## src/hdl/wdt_pkg.sv

```systemverilog
// wdt_pkg: constants, register layout and carrier types of the watchdog / interval timer.
// assumes one main clock that is also the count source; bus is the cpu's 8-bit byte/bit write port.
package wdt_pkg;
	// register addresses in the cpu's special register space
	localparam logic [15:0] WDT_ADDR_CLK_SEL = 16'hFF42;
	localparam logic [15:0] WDT_ADDR_MODE = 16'hFFF9;
	// reset values
	localparam logic [7:0] WDT_CLK_SEL_RST = 8'h00;
	localparam logic [7:0] WDT_MODE_RST = 8'h00;
	// clock select fields
	localparam int WDT_CS_WD_LSB = 0;
	localparam int WDT_CS_WATCH_BIT = 4;
	localparam int WDT_CS_BUZ_LSB = 5;
	// writable bits of the clock select register (bit 3 is fixed zero)
	localparam logic [7:0] WDT_CLK_SEL_MASK = 8'hF7;
	// mode register bits
	localparam int WDT_MODE_ACTION_BIT = 3;
	localparam int WDT_MODE_RUNAWAY_BIT = 4;
	localparam int WDT_MODE_RUN_BIT = 7;
	// divide exponents: count clock is fxx / 2^(base + code), code 111 jumps by one more
	localparam int WDT_DIV_BASE = 3;
	localparam logic [2:0] WDT_CODE_LONG = 3'h7;
	// counter length: 2^8 count clocks per overflow, so 2^11..2^17 and 2^19 main clocks
	localparam int WDT_CNT_W = 8;
	localparam int WDT_PRESC_W = 11;
	localparam logic [WDT_PRESC_W-1:0] WDT_PRESC_RST = 11'h000;

	// run state of the counter
	typedef enum logic [1:0] {
		WDT_ST_IDLE = 2'b01,
		WDT_ST_RUN = 2'b10
	} wdt_state_t;

	// one cpu access: a byte write, a single-bit write or a read
	typedef struct packed {
		logic [15:0] addr;
		logic [7:0] wdata;
		logic byte_wr;
		logic bit_wr;
		logic [2:0] bit_sel;
		logic bit_val;
		logic rd;
	} wdt_bus_req_t;

	// requests toward the cpu core and interrupt controller
	typedef struct packed {
		logic nmi;
		logic sys_reset;
		logic periodic_irq;
		logic periodic_irq_priority;
	} wdt_irq_t;
endpackage : wdt_pkg

```

## src/hdl/wdt_top.sv

```systemverilog
// wdt_top: watchdog / interval timer with shared clock select and sticky mode register.
// assumes i_clk is the main system clock fxx and that all inputs are synchronous to it;
// the cpu applies at most one access per cycle through i_bus.
`timescale 1ns/1ps
module wdt_top #(
	parameter int CNT_W = wdt_pkg::WDT_CNT_W,
	parameter int PRESC_W = wdt_pkg::WDT_PRESC_W
) (
	// clock and reset
	input wire logic i_clk,
	input wire logic i_srst,
	// cpu register access
	input wire wdt_pkg::wdt_bus_req_t i_bus,
	output logic [7:0] o_rd_data,
	output logic o_rd_valid,
	// standby and cpu clock status
	input wire logic i_halt_standby,
	input wire logic i_stop_standby,
	input wire logic i_cpu_on_subclock,
	// interrupt flags of the periodic request
	input wire logic i_periodic_irq_mask,
	input wire logic i_periodic_irq_priority,
	// requests to core and interrupt logic
	output wdt_pkg::wdt_irq_t o_irq,
	// pass-through fields for watch timer and buzzer
	output logic o_watch_clock_sel,
	output logic [2:0] o_buzzer_freq_sel
);
	import wdt_pkg::*;

	// tick test: low (base+code) prescaler bits all ones, code 111 needs one extra bit
	function automatic logic tick_of(input logic [2:0] code, input logic [PRESC_W-1:0] presc);
		int n;
		logic all_ones;
		n = WDT_DIV_BASE + int'(code) + ((code == WDT_CODE_LONG) ? 1 : 0);
		all_ones = 1'b1;
		for (int i = 0; i < PRESC_W; i++) begin
			if (i < n && !presc[i]) begin
				all_ones = 1'b0;
			end
		end
		return all_ones;
	endfunction : tick_of

	// register storage
	logic [7:0] clk_sel; // shared clock select register
	logic action_sel; // overflow_action_select
	logic runaway_sel; // runaway_mode_select
	wdt_state_t state; // counting or not (restart bit view)
	logic [PRESC_W-1:0] presc; // free running prescaler
	logic [CNT_W-1:0] cnt; // watchdog count
	wdt_irq_t irq; // registered requests
	logic [7:0] rd_data;
	logic rd_valid;

	// decoded access strobes
	wire hit_cs = (i_bus.addr == WDT_ADDR_CLK_SEL);
	wire hit_mode = (i_bus.addr == WDT_ADDR_MODE);
	// byte writes only; single-bit writes to the clock select are dropped
	wire cs_wr = hit_cs && i_bus.byte_wr;
	wire mode_byte = hit_mode && i_bus.byte_wr;
	wire mode_bit = hit_mode && i_bus.bit_wr;
	// bit value seen at each mode position for this access
	wire set_action = (mode_byte && i_bus.wdata[WDT_MODE_ACTION_BIT])
		|| (mode_bit && i_bus.bit_val && i_bus.bit_sel == 3'(WDT_MODE_ACTION_BIT));
	wire set_runaway = (mode_byte && i_bus.wdata[WDT_MODE_RUNAWAY_BIT])
		|| (mode_bit && i_bus.bit_val && i_bus.bit_sel == 3'(WDT_MODE_RUNAWAY_BIT));
	// every write of one restarts, a write of zero does nothing
	wire restart = (mode_byte && i_bus.wdata[WDT_MODE_RUN_BIT])
		|| (mode_bit && i_bus.bit_val && i_bus.bit_sel == 3'(WDT_MODE_RUN_BIT));

	// counting stops with the oscillator and while the cpu runs from the subclock
	wire osc_run = !i_stop_standby;
	wire cnt_en = osc_run && !i_cpu_on_subclock && (state == WDT_ST_RUN);
	// watchdog count clock from the selected divide ratio
	wire [2:0] wd_code = clk_sel[WDT_CS_WD_LSB +: 3];
	wire tick = tick_of(wd_code, presc);
	wire cnt_full = (cnt == {CNT_W{1'b1}});
	wire overflow = cnt_en && tick && cnt_full && !restart;
	// overflow actions by mode; halt standby is deliberately not looked at
	wire wd_mode = runaway_sel;
	wire next_nmi = overflow && wd_mode && !action_sel;
	wire next_reset = overflow && wd_mode && action_sel;
	wire next_periodic = overflow && !wd_mode && action_sel && !i_periodic_irq_mask;
	wire unused_halt = i_halt_standby;
	// mode register read view
	wire [7:0] mode_view = {(state == WDT_ST_RUN), 2'b00, runaway_sel, action_sel, 3'b000};
	wire [7:0] next_rd_data = hit_cs ? clk_sel : (hit_mode ? mode_view : 8'h00);

	// shared clock select register; bit 3 held at zero
	always_ff @(posedge i_clk) begin
		if (i_srst) begin
			clk_sel <= WDT_CLK_SEL_RST;
		end else if (cs_wr) begin
			clk_sel <= i_bus.wdata & WDT_CLK_SEL_MASK;
		end
	end

	// sticky mode bits: software can set them, only reset clears them
	always_ff @(posedge i_clk) begin
		if (i_srst) begin
			action_sel <= WDT_MODE_RST[WDT_MODE_ACTION_BIT];
			runaway_sel <= WDT_MODE_RST[WDT_MODE_RUNAWAY_BIT];
		end else begin
			action_sel <= action_sel || set_action;
			runaway_sel <= runaway_sel || set_runaway;
		end
	end

	// run state: once started nothing but reset returns it to idle
	always_ff @(posedge i_clk) begin
		if (i_srst) begin
			state <= WDT_ST_IDLE;
		end else begin
			case (state)
				WDT_ST_IDLE: begin
					if (restart) begin
						state <= WDT_ST_RUN;
					end
				end
				WDT_ST_RUN: begin
					state <= WDT_ST_RUN;
				end
				default: begin
					state <= WDT_ST_IDLE;
				end
			endcase
		end
	end

	// prescaler runs with the oscillator and is never cleared by a restart,
	// so the first period after a restart may come short by up to one count clock
	always_ff @(posedge i_clk) begin
		if (i_srst) begin
			presc <= WDT_PRESC_RST;
		end else if (osc_run) begin
			presc <= presc + PRESC_W'(1);
		end
	end

	// watchdog counter: restart wins over an overflow in the same cycle
	always_ff @(posedge i_clk) begin
		if (i_srst) begin
			cnt <= '0;
		end else if (restart) begin
			cnt <= '0;
		end else if (cnt_en && tick) begin
			cnt <= cnt + CNT_W'(1);
		end
	end

	// one-cycle requests; the priority flag is passed on as a level
	always_ff @(posedge i_clk) begin
		if (i_srst) begin
			irq <= '0;
		end else begin
			irq.nmi <= next_nmi;
			irq.sys_reset <= next_reset;
			irq.periodic_irq <= next_periodic;
			irq.periodic_irq_priority <= i_periodic_irq_priority;
		end
	end

	// registered read answer, one cycle after the read
	always_ff @(posedge i_clk) begin
		if (i_srst) begin
			rd_data <= 8'h00;
			rd_valid <= 1'b0;
		end else begin
			rd_data <= i_bus.rd ? next_rd_data : rd_data;
			rd_valid <= i_bus.rd;
		end
	end

	// outputs
	assign o_irq = irq;
	assign o_rd_data = rd_data;
	assign o_rd_valid = rd_valid;
	assign o_watch_clock_sel = clk_sel[WDT_CS_WATCH_BIT];
	assign o_buzzer_freq_sel = clk_sel[WDT_CS_BUZ_LSB +: 3];
endmodule : wdt_top

```

## config.mk

```make
export PLATFORM = sky130hd
export DESIGN_NAME = wdt_top
export DESIGN_NICKNAME = d
export VERILOG_FILES = /design/src/hdl/wdt_pkg.sv /design/src/hdl/wdt_top.sv
export SDC_FILE = /design/constraint.sdc
export NUM_CORES = 1
export LEC_CHECK = 0
export ABC_AREA = 1
export BUFFER_PORTS_ARGS = -buffer_cell sky130_fd_sc_hd__buf_2
export CAP_MARGIN = 20
export CORE_MARGIN = 2
export CORE_UTILIZATION = 45
export DETAILED_ROUTE_END_ITERATION = 10
export PLACE_DENSITY = 0.68
export SYNTH_ARGS = -nofsm -noshare
export SYNTH_HDL_FRONTEND = slang
export SYNTH_SLANG_ARGS = --single-unit
```

## constraint.sdc

```tcl
create_clock -name i_clk -period 3.1 [get_ports i_clk]
set_clock_uncertainty 0.2 [all_clocks]
set_input_delay 0.155 -clock i_clk [delete_from_list [all_inputs] [get_ports i_clk]]
set_output_delay 0.155 -clock i_clk [all_outputs]
set_load 0.1 [all_outputs]
```

Yosys cells after proc, flatten, opt, wreduce, memory -nomap -nowiden
Index checks and enable logic that the tools add are counted.
Operators by class
  add/subtract/negate cells: 4
  magnitude comparators: 11
  equality and inequality tests: 10
  multiplexer cells: 16
  reductions and logical operators: 55
Operators by type and width (count)
  16-bit equality test (second input constant): 2
  1-bit logical AND: 32
  3-bit by 5-bit < comparator with 1-bit output (first input constant): 4
  1-bit logical NOT: 17
  8-bit 2-to-1 mux: 2
  4-bit by 5-bit < comparator with 1-bit output (first input constant): 3
  1-bit 2-to-1 mux: 12
  11-bit by 1-bit adder with 11-bit output (second input constant): 1
  1-bit by 5-bit < comparator with 1-bit output (first input constant): 2
  2-bit by 5-bit < comparator with 1-bit output (first input constant): 2
  3-bit equality test (second input constant): 3
  8-bit by 1-bit adder with 8-bit output (second input constant): 1
  8-bit equality test (second input constant): 1
  4-bit by 1-bit adder with 5-bit output: 1
  1-bit logical OR: 5
  2-bit by 3-bit adder with 4-bit output (first input constant): 1
  2-bit one-hot mux with 2 select lines: 1
  3-bit by 2-bit equality test with 1-bit output (second input constant): 1
  2-bit by 1-bit equality test with 1-bit output (second input constant): 1
  2-bit equality test (second input constant): 1
  2-bit 2-to-1 mux: 1
  2-bit != test (second input constant): 1
  2-bit OR reduction: 1
Storage, ports and cells
  flip-flop bits (word level): 43
  input bits: 38
  logic and storage cells: 108

Logic depth before layout (Yosys ltp)
  word-level depth: 22
  gate-level depth with buffers: 14
  depth with buffers taken out: 14

Least setup slack after synthesis
Ideal clock, no wire load.
  kind: register to register
  start: reg clk_sel[2]
  end: reg irq (netlist bit o_irq[2])
  setup time: 0.065 ns
  data arrival time: 1.724 ns
  slack: 1.111 ns
  stages on the path, launching flop included: 13
  cell sequence: dfxtp_1 nand3_1 ha_1 ha_1 nor2_1 nand3_1 nand2_1 nand2_1 nand2_1 nand2_2 a21oi_4 nand4_2 nor2_1
On the way
  longest elaborated chain between the ends: 21
  elaborated cells on any way between the ends: 42
RTL lines
  start: declaration: RTL line wdt_top.sv:46  | logic [7:0] clk_sel;
  start signal: assignment: RTL line wdt_top.sv:95  | clk_sel <= i_bus.wdata & WDT_CLK_SEL_MASK;
  branches (longest 2 deep; another with 2-bit by 3-bit adder with 4-bit output)
  4-bit by 1-bit adder with 5-bit output (*): RTL line wdt_top.sv:35  | n = WDT_DIV_BASE + int'(code) + ((code == WDT_CODE_LONG) ? 1 : 0);
  1-bit by 5-bit < comparator with 1-bit output: RTL line wdt_top.sv:38  | if (i < n && !presc[i]) begin
  1-bit logical AND: RTL line wdt_top.sv:38
  1-bit 2-to-1 mux (10 in a row): RTL line wdt_top.sv:38
  1-bit 2-to-1 mux (*): RTL line wdt_top.sv:38
  1-bit logical AND (*) (3 in a row): RTL line wdt_top.sv:79  | wire overflow = cnt_en && tick && cnt_full && !restart;
  1-bit logical AND (*) (2 in a row): RTL line wdt_top.sv:83  | wire next_reset = overflow && wd_mode && action_sel;
  end: declaration: RTL line wdt_top.sv:52  | wdt_irq_t irq;
Mark *: on every way between the ends.
A chain may end at the register's enable or synchronous reset.

Final worst setup path
  start: reg clk_sel[1]
  end: reg irq (netlist bit o_irq[3])
On the way
  longest elaborated chain between the ends: 21
  elaborated cells on any way between the ends: 42
RTL lines
  branches (longest 2 deep; another with 2-bit by 3-bit adder with 4-bit output)
  4-bit by 1-bit adder with 5-bit output (*): RTL line wdt_top.sv:35
  1-bit by 5-bit < comparator with 1-bit output: RTL line wdt_top.sv:38
  1-bit logical AND: RTL line wdt_top.sv:38
  1-bit 2-to-1 mux (10 in a row): RTL line wdt_top.sv:38
  1-bit 2-to-1 mux (*): RTL line wdt_top.sv:38
  1-bit logical AND (*) (3 in a row): RTL line wdt_top.sv:79
  1-bit logical AND (*) (2 in a row): RTL line wdt_top.sv:82  | wire next_nmi = overflow && wd_mode && !action_sel;
Marked as above.

==> reports/metrics.yaml <==
hold_class: "input port to register"
start_kind: "register"
grt_start_max_net_pins: 18
synth_seq_cells: 43
row_count: 24
worst-r2r-setup-slack_ns: 0.79
cap_violations: 0
synth_top_area_share_pct: 40.7
dp.cells: 388
synth.area.top_cells: "dfxtp_1 41%, nand2_1 11%, a21oi_1 6.1%, inv_1 5.9%, nor2_1 5.1%"
grt_pass1_wl_um: 7920
yosys_warnings: 0
final_max_slew_viol_count: 0
cts-buffers-inserted: 5
synth_top_cell_by_area: "dfxtp_1"
clkSinkCount: 43
worstPathArrival_ns: 2.34
fin_hold_ws_ns: -0.000859
switching_power_w: 0.000299
vias: 2040
syn_nets: 335
status: "complete, but fails checks"
ant_nets: 0
place.gp.congestion: 0.760
final_common_cell: "nand2_1"
cts_root_buffer: "clkbuf_8"
p_per_area_mw_per_mm2: 464
synth_top_flop_cell: "dfxtp_1"
area_growth_pct: 26.8
drc_errors: 0
diodes: 0
start_util_pct: 47.6
critPathLaunch: "clk_sel[1]$_SDFFE_PP0P_"
pre_cts_ws_ns: 0.798
coreArea_sq_mm: 0.00444
violations: "negative hold slack"
clkTransAtPathRegs_ns: 0.08
layout_common_cells: "62 x nand2_1, 53 x buf_2, 43 x dfxtp_1"
reg2regPathDepth: 11
p_leak_nw: 1.23
critPathKind: "register to register"
antenna_found_initial: 0
hold_violations: 1
port-buffer-count: 53
nFillCells: 430
power_w: 0.00125
setup_ws_ns: 0.794
cp-endpoint: "o_irq[3]$_SDFF_PP0_"
synth_cell_types: 33
finalNetCount: 402
overflow: 0
via_per_inst: 4.98
setup_tns_ns: 0
grt_pass1_vias: 1941
cts_tree: "done"
synth_edf_count: 0
clockBufferDepth: 2
die-area_sq_mm: 0.00527
grtUsageTotal_pct: 19.0
r2r-end: "o_irq[3]$_SDFF_PP0_"
crit_fanout: 10
cp-end-kind: "register"
fin_crit_sh_pct: 74.4
die_h_um: 72.6
seq_area_frac_synth_pct: 40.7
finalCriticalPeriod_ns: 2.31
maxSlewHeadroom_pct: 67.4
drtPass1Iterations: 4
comb_power_share_pct: 12.3
multi_input_area_sq_mm: 0.00108
final_cells: 410
r2r-start: "clk_sel[1]$_SDFFE_PP0P_"
wirelength_um: 4580
seqCellArea_sq_um: 861
cp.required_ns: 3.13
clkPwrFrac_pct: 41.1
synth_area_per_cell_sq_um: 7.30
clk_latency_ns: 0.29
place_hpwl_um: 3410
p_int_w: 0.000948
netSwitchingFraction_pct: 24.0
io_pins: 55
worst_slew_pin_slew_ns: 0.493
p_seq_share_pct: 46.6
netlist_instances: 290
htreeDepth: 2
ir_drop_mv: 0.317
drive_gt1_share_pct: 22.3
post_drt_wl_per_cell_um: 11.2
drt_iter0_drc: 73
finalSetupViolations: 0
die_x_um: 72.6
rsz0062_at_grt: "no"
synthArstFlopShare_pct: 0
netlist_area_sq_mm: 0.00212
max_freq_mhz: 434
layer usage:
metal	global-route usage [%]	up-vias	wire length, um
met1	22.4	910	2140
met5	0	-	0
li1	-	1074	-
met2	33.4	50	2160
met4	6.17	0	67
met3	4.97	6	209
cell type report:
cell class              count  area share, %
clock buffers               6           2.70
clock inverters             2           2.24
inverters                  35           4.89
multi-input cells         204           40.3
flip-flops and latches     43           32.1
well taps                  52           2.42
repair buffers             68           15.4
per-stage QoR:
stage	cell area, sq um	util, %	hold slack, ns
after detailed placement	2410	54.3	0.162
after floorplan	2120	-	0.0620
after CTS	2690	60.4	0.000282
after global routing	2690	60.4	0.00878
after global placement	2410	54.3	0.163
final	2690	60.4	-0.000859
worst min path at each step:
| stage | start | to | slack [ns] | depth (start not counted) |
|---|---|---|---|---|
| 2_1_floorplan | i_periodic_irq_priority | o_irq[0]$_SDFF_PP0_ | 0.06 | 2 |
| 3_3_place_gp | i_periodic_irq_priority | o_irq[0]$_SDFF_PP0_ | 0.16 | 3 |
| 3_5_place_dp | i_periodic_irq_priority | o_irq[0]$_SDFF_PP0_ | 0.16 | 3 |
| 4_1_cts | i_stop_standby | presc[1]$_SDFFE_PP0N_ | 0.0003 | 3 |
| 5_1_grt | i_srst | o_irq[0]$_SDFF_PP0_ | 0.009 | 2 |
| 6_report | i_stop_standby | presc[1]$_SDFFE_PP0N_ | -0.0009 | 3 |
cell usage after synthesis, types with 2 or more instances:
master     n
nand3_1   20
o211ai_1   2
nand2_2    7
a211oi_1   5
nand2_1   62
inv_1     33
nor2_1    29
xnor2_1    4
dfxtp_1   43
clkbuf_1   4
nor2_2     2
buf_4      3
a21oi_1   26
nor3_1     3
o21ai_0   19
nand3b_1   2
xor2_1     3
inv_2      2
ha_1       7
logic make-up (layout without fill, tap and decap cells):
kind of cell / after synthesis / in the layout / synth area share, %
flops: 43 / 43 / 40.7
xor+xnor: 7 / 7 / 2.90
simple gates: 134 / 134 / 28.8
buf+inv: 43 / 111 / 8.21
compound gates: 56 / 56 / 15.2
fa+ha+maj: 7 / 7 / 4.14
sequential cells by signal (all words and copies together), names as in the netlist:
register and count:
o_rd_data 8, state 2, action_sel 1, runaway_sel 1, clk_sel 7, presc 11, cnt 8, o_irq 4
o_rd_valid 1
timing repair:
item	in CTS	in global routing
hold buffers	14	0
endpoints found under the hold margin	11	0
gates resized for setup	0	0
setup buffers	0	0
critical path, stage by stage (launching register included):
cell and delay, ns:
dfxtp_1 0.40, nand3_1 0.10, ha_1 0.20, ha_1 0.34
nor2_1 0.05, nand2_1 0.06, nand4_1 0.09, nor2_1 0.19
inv_1 0.09, a21oi_4 0.27, nand4_2 0.13, nor2_1 0.11
power by group through the flow:
stage	Combinational, W	Clock (W)	Sequential (W)
floorplan	0.0000635	0	0.000625
global placement	0.000141	0	0.000593
detailed placement	0.000143	0	0.000594
CTS	0.000154	0.000523	0.000581
global route	0.000175	0.000545	0.000584
finish	0.000154	0.000512	0.000581
Power figures use the tool's default switching activity.
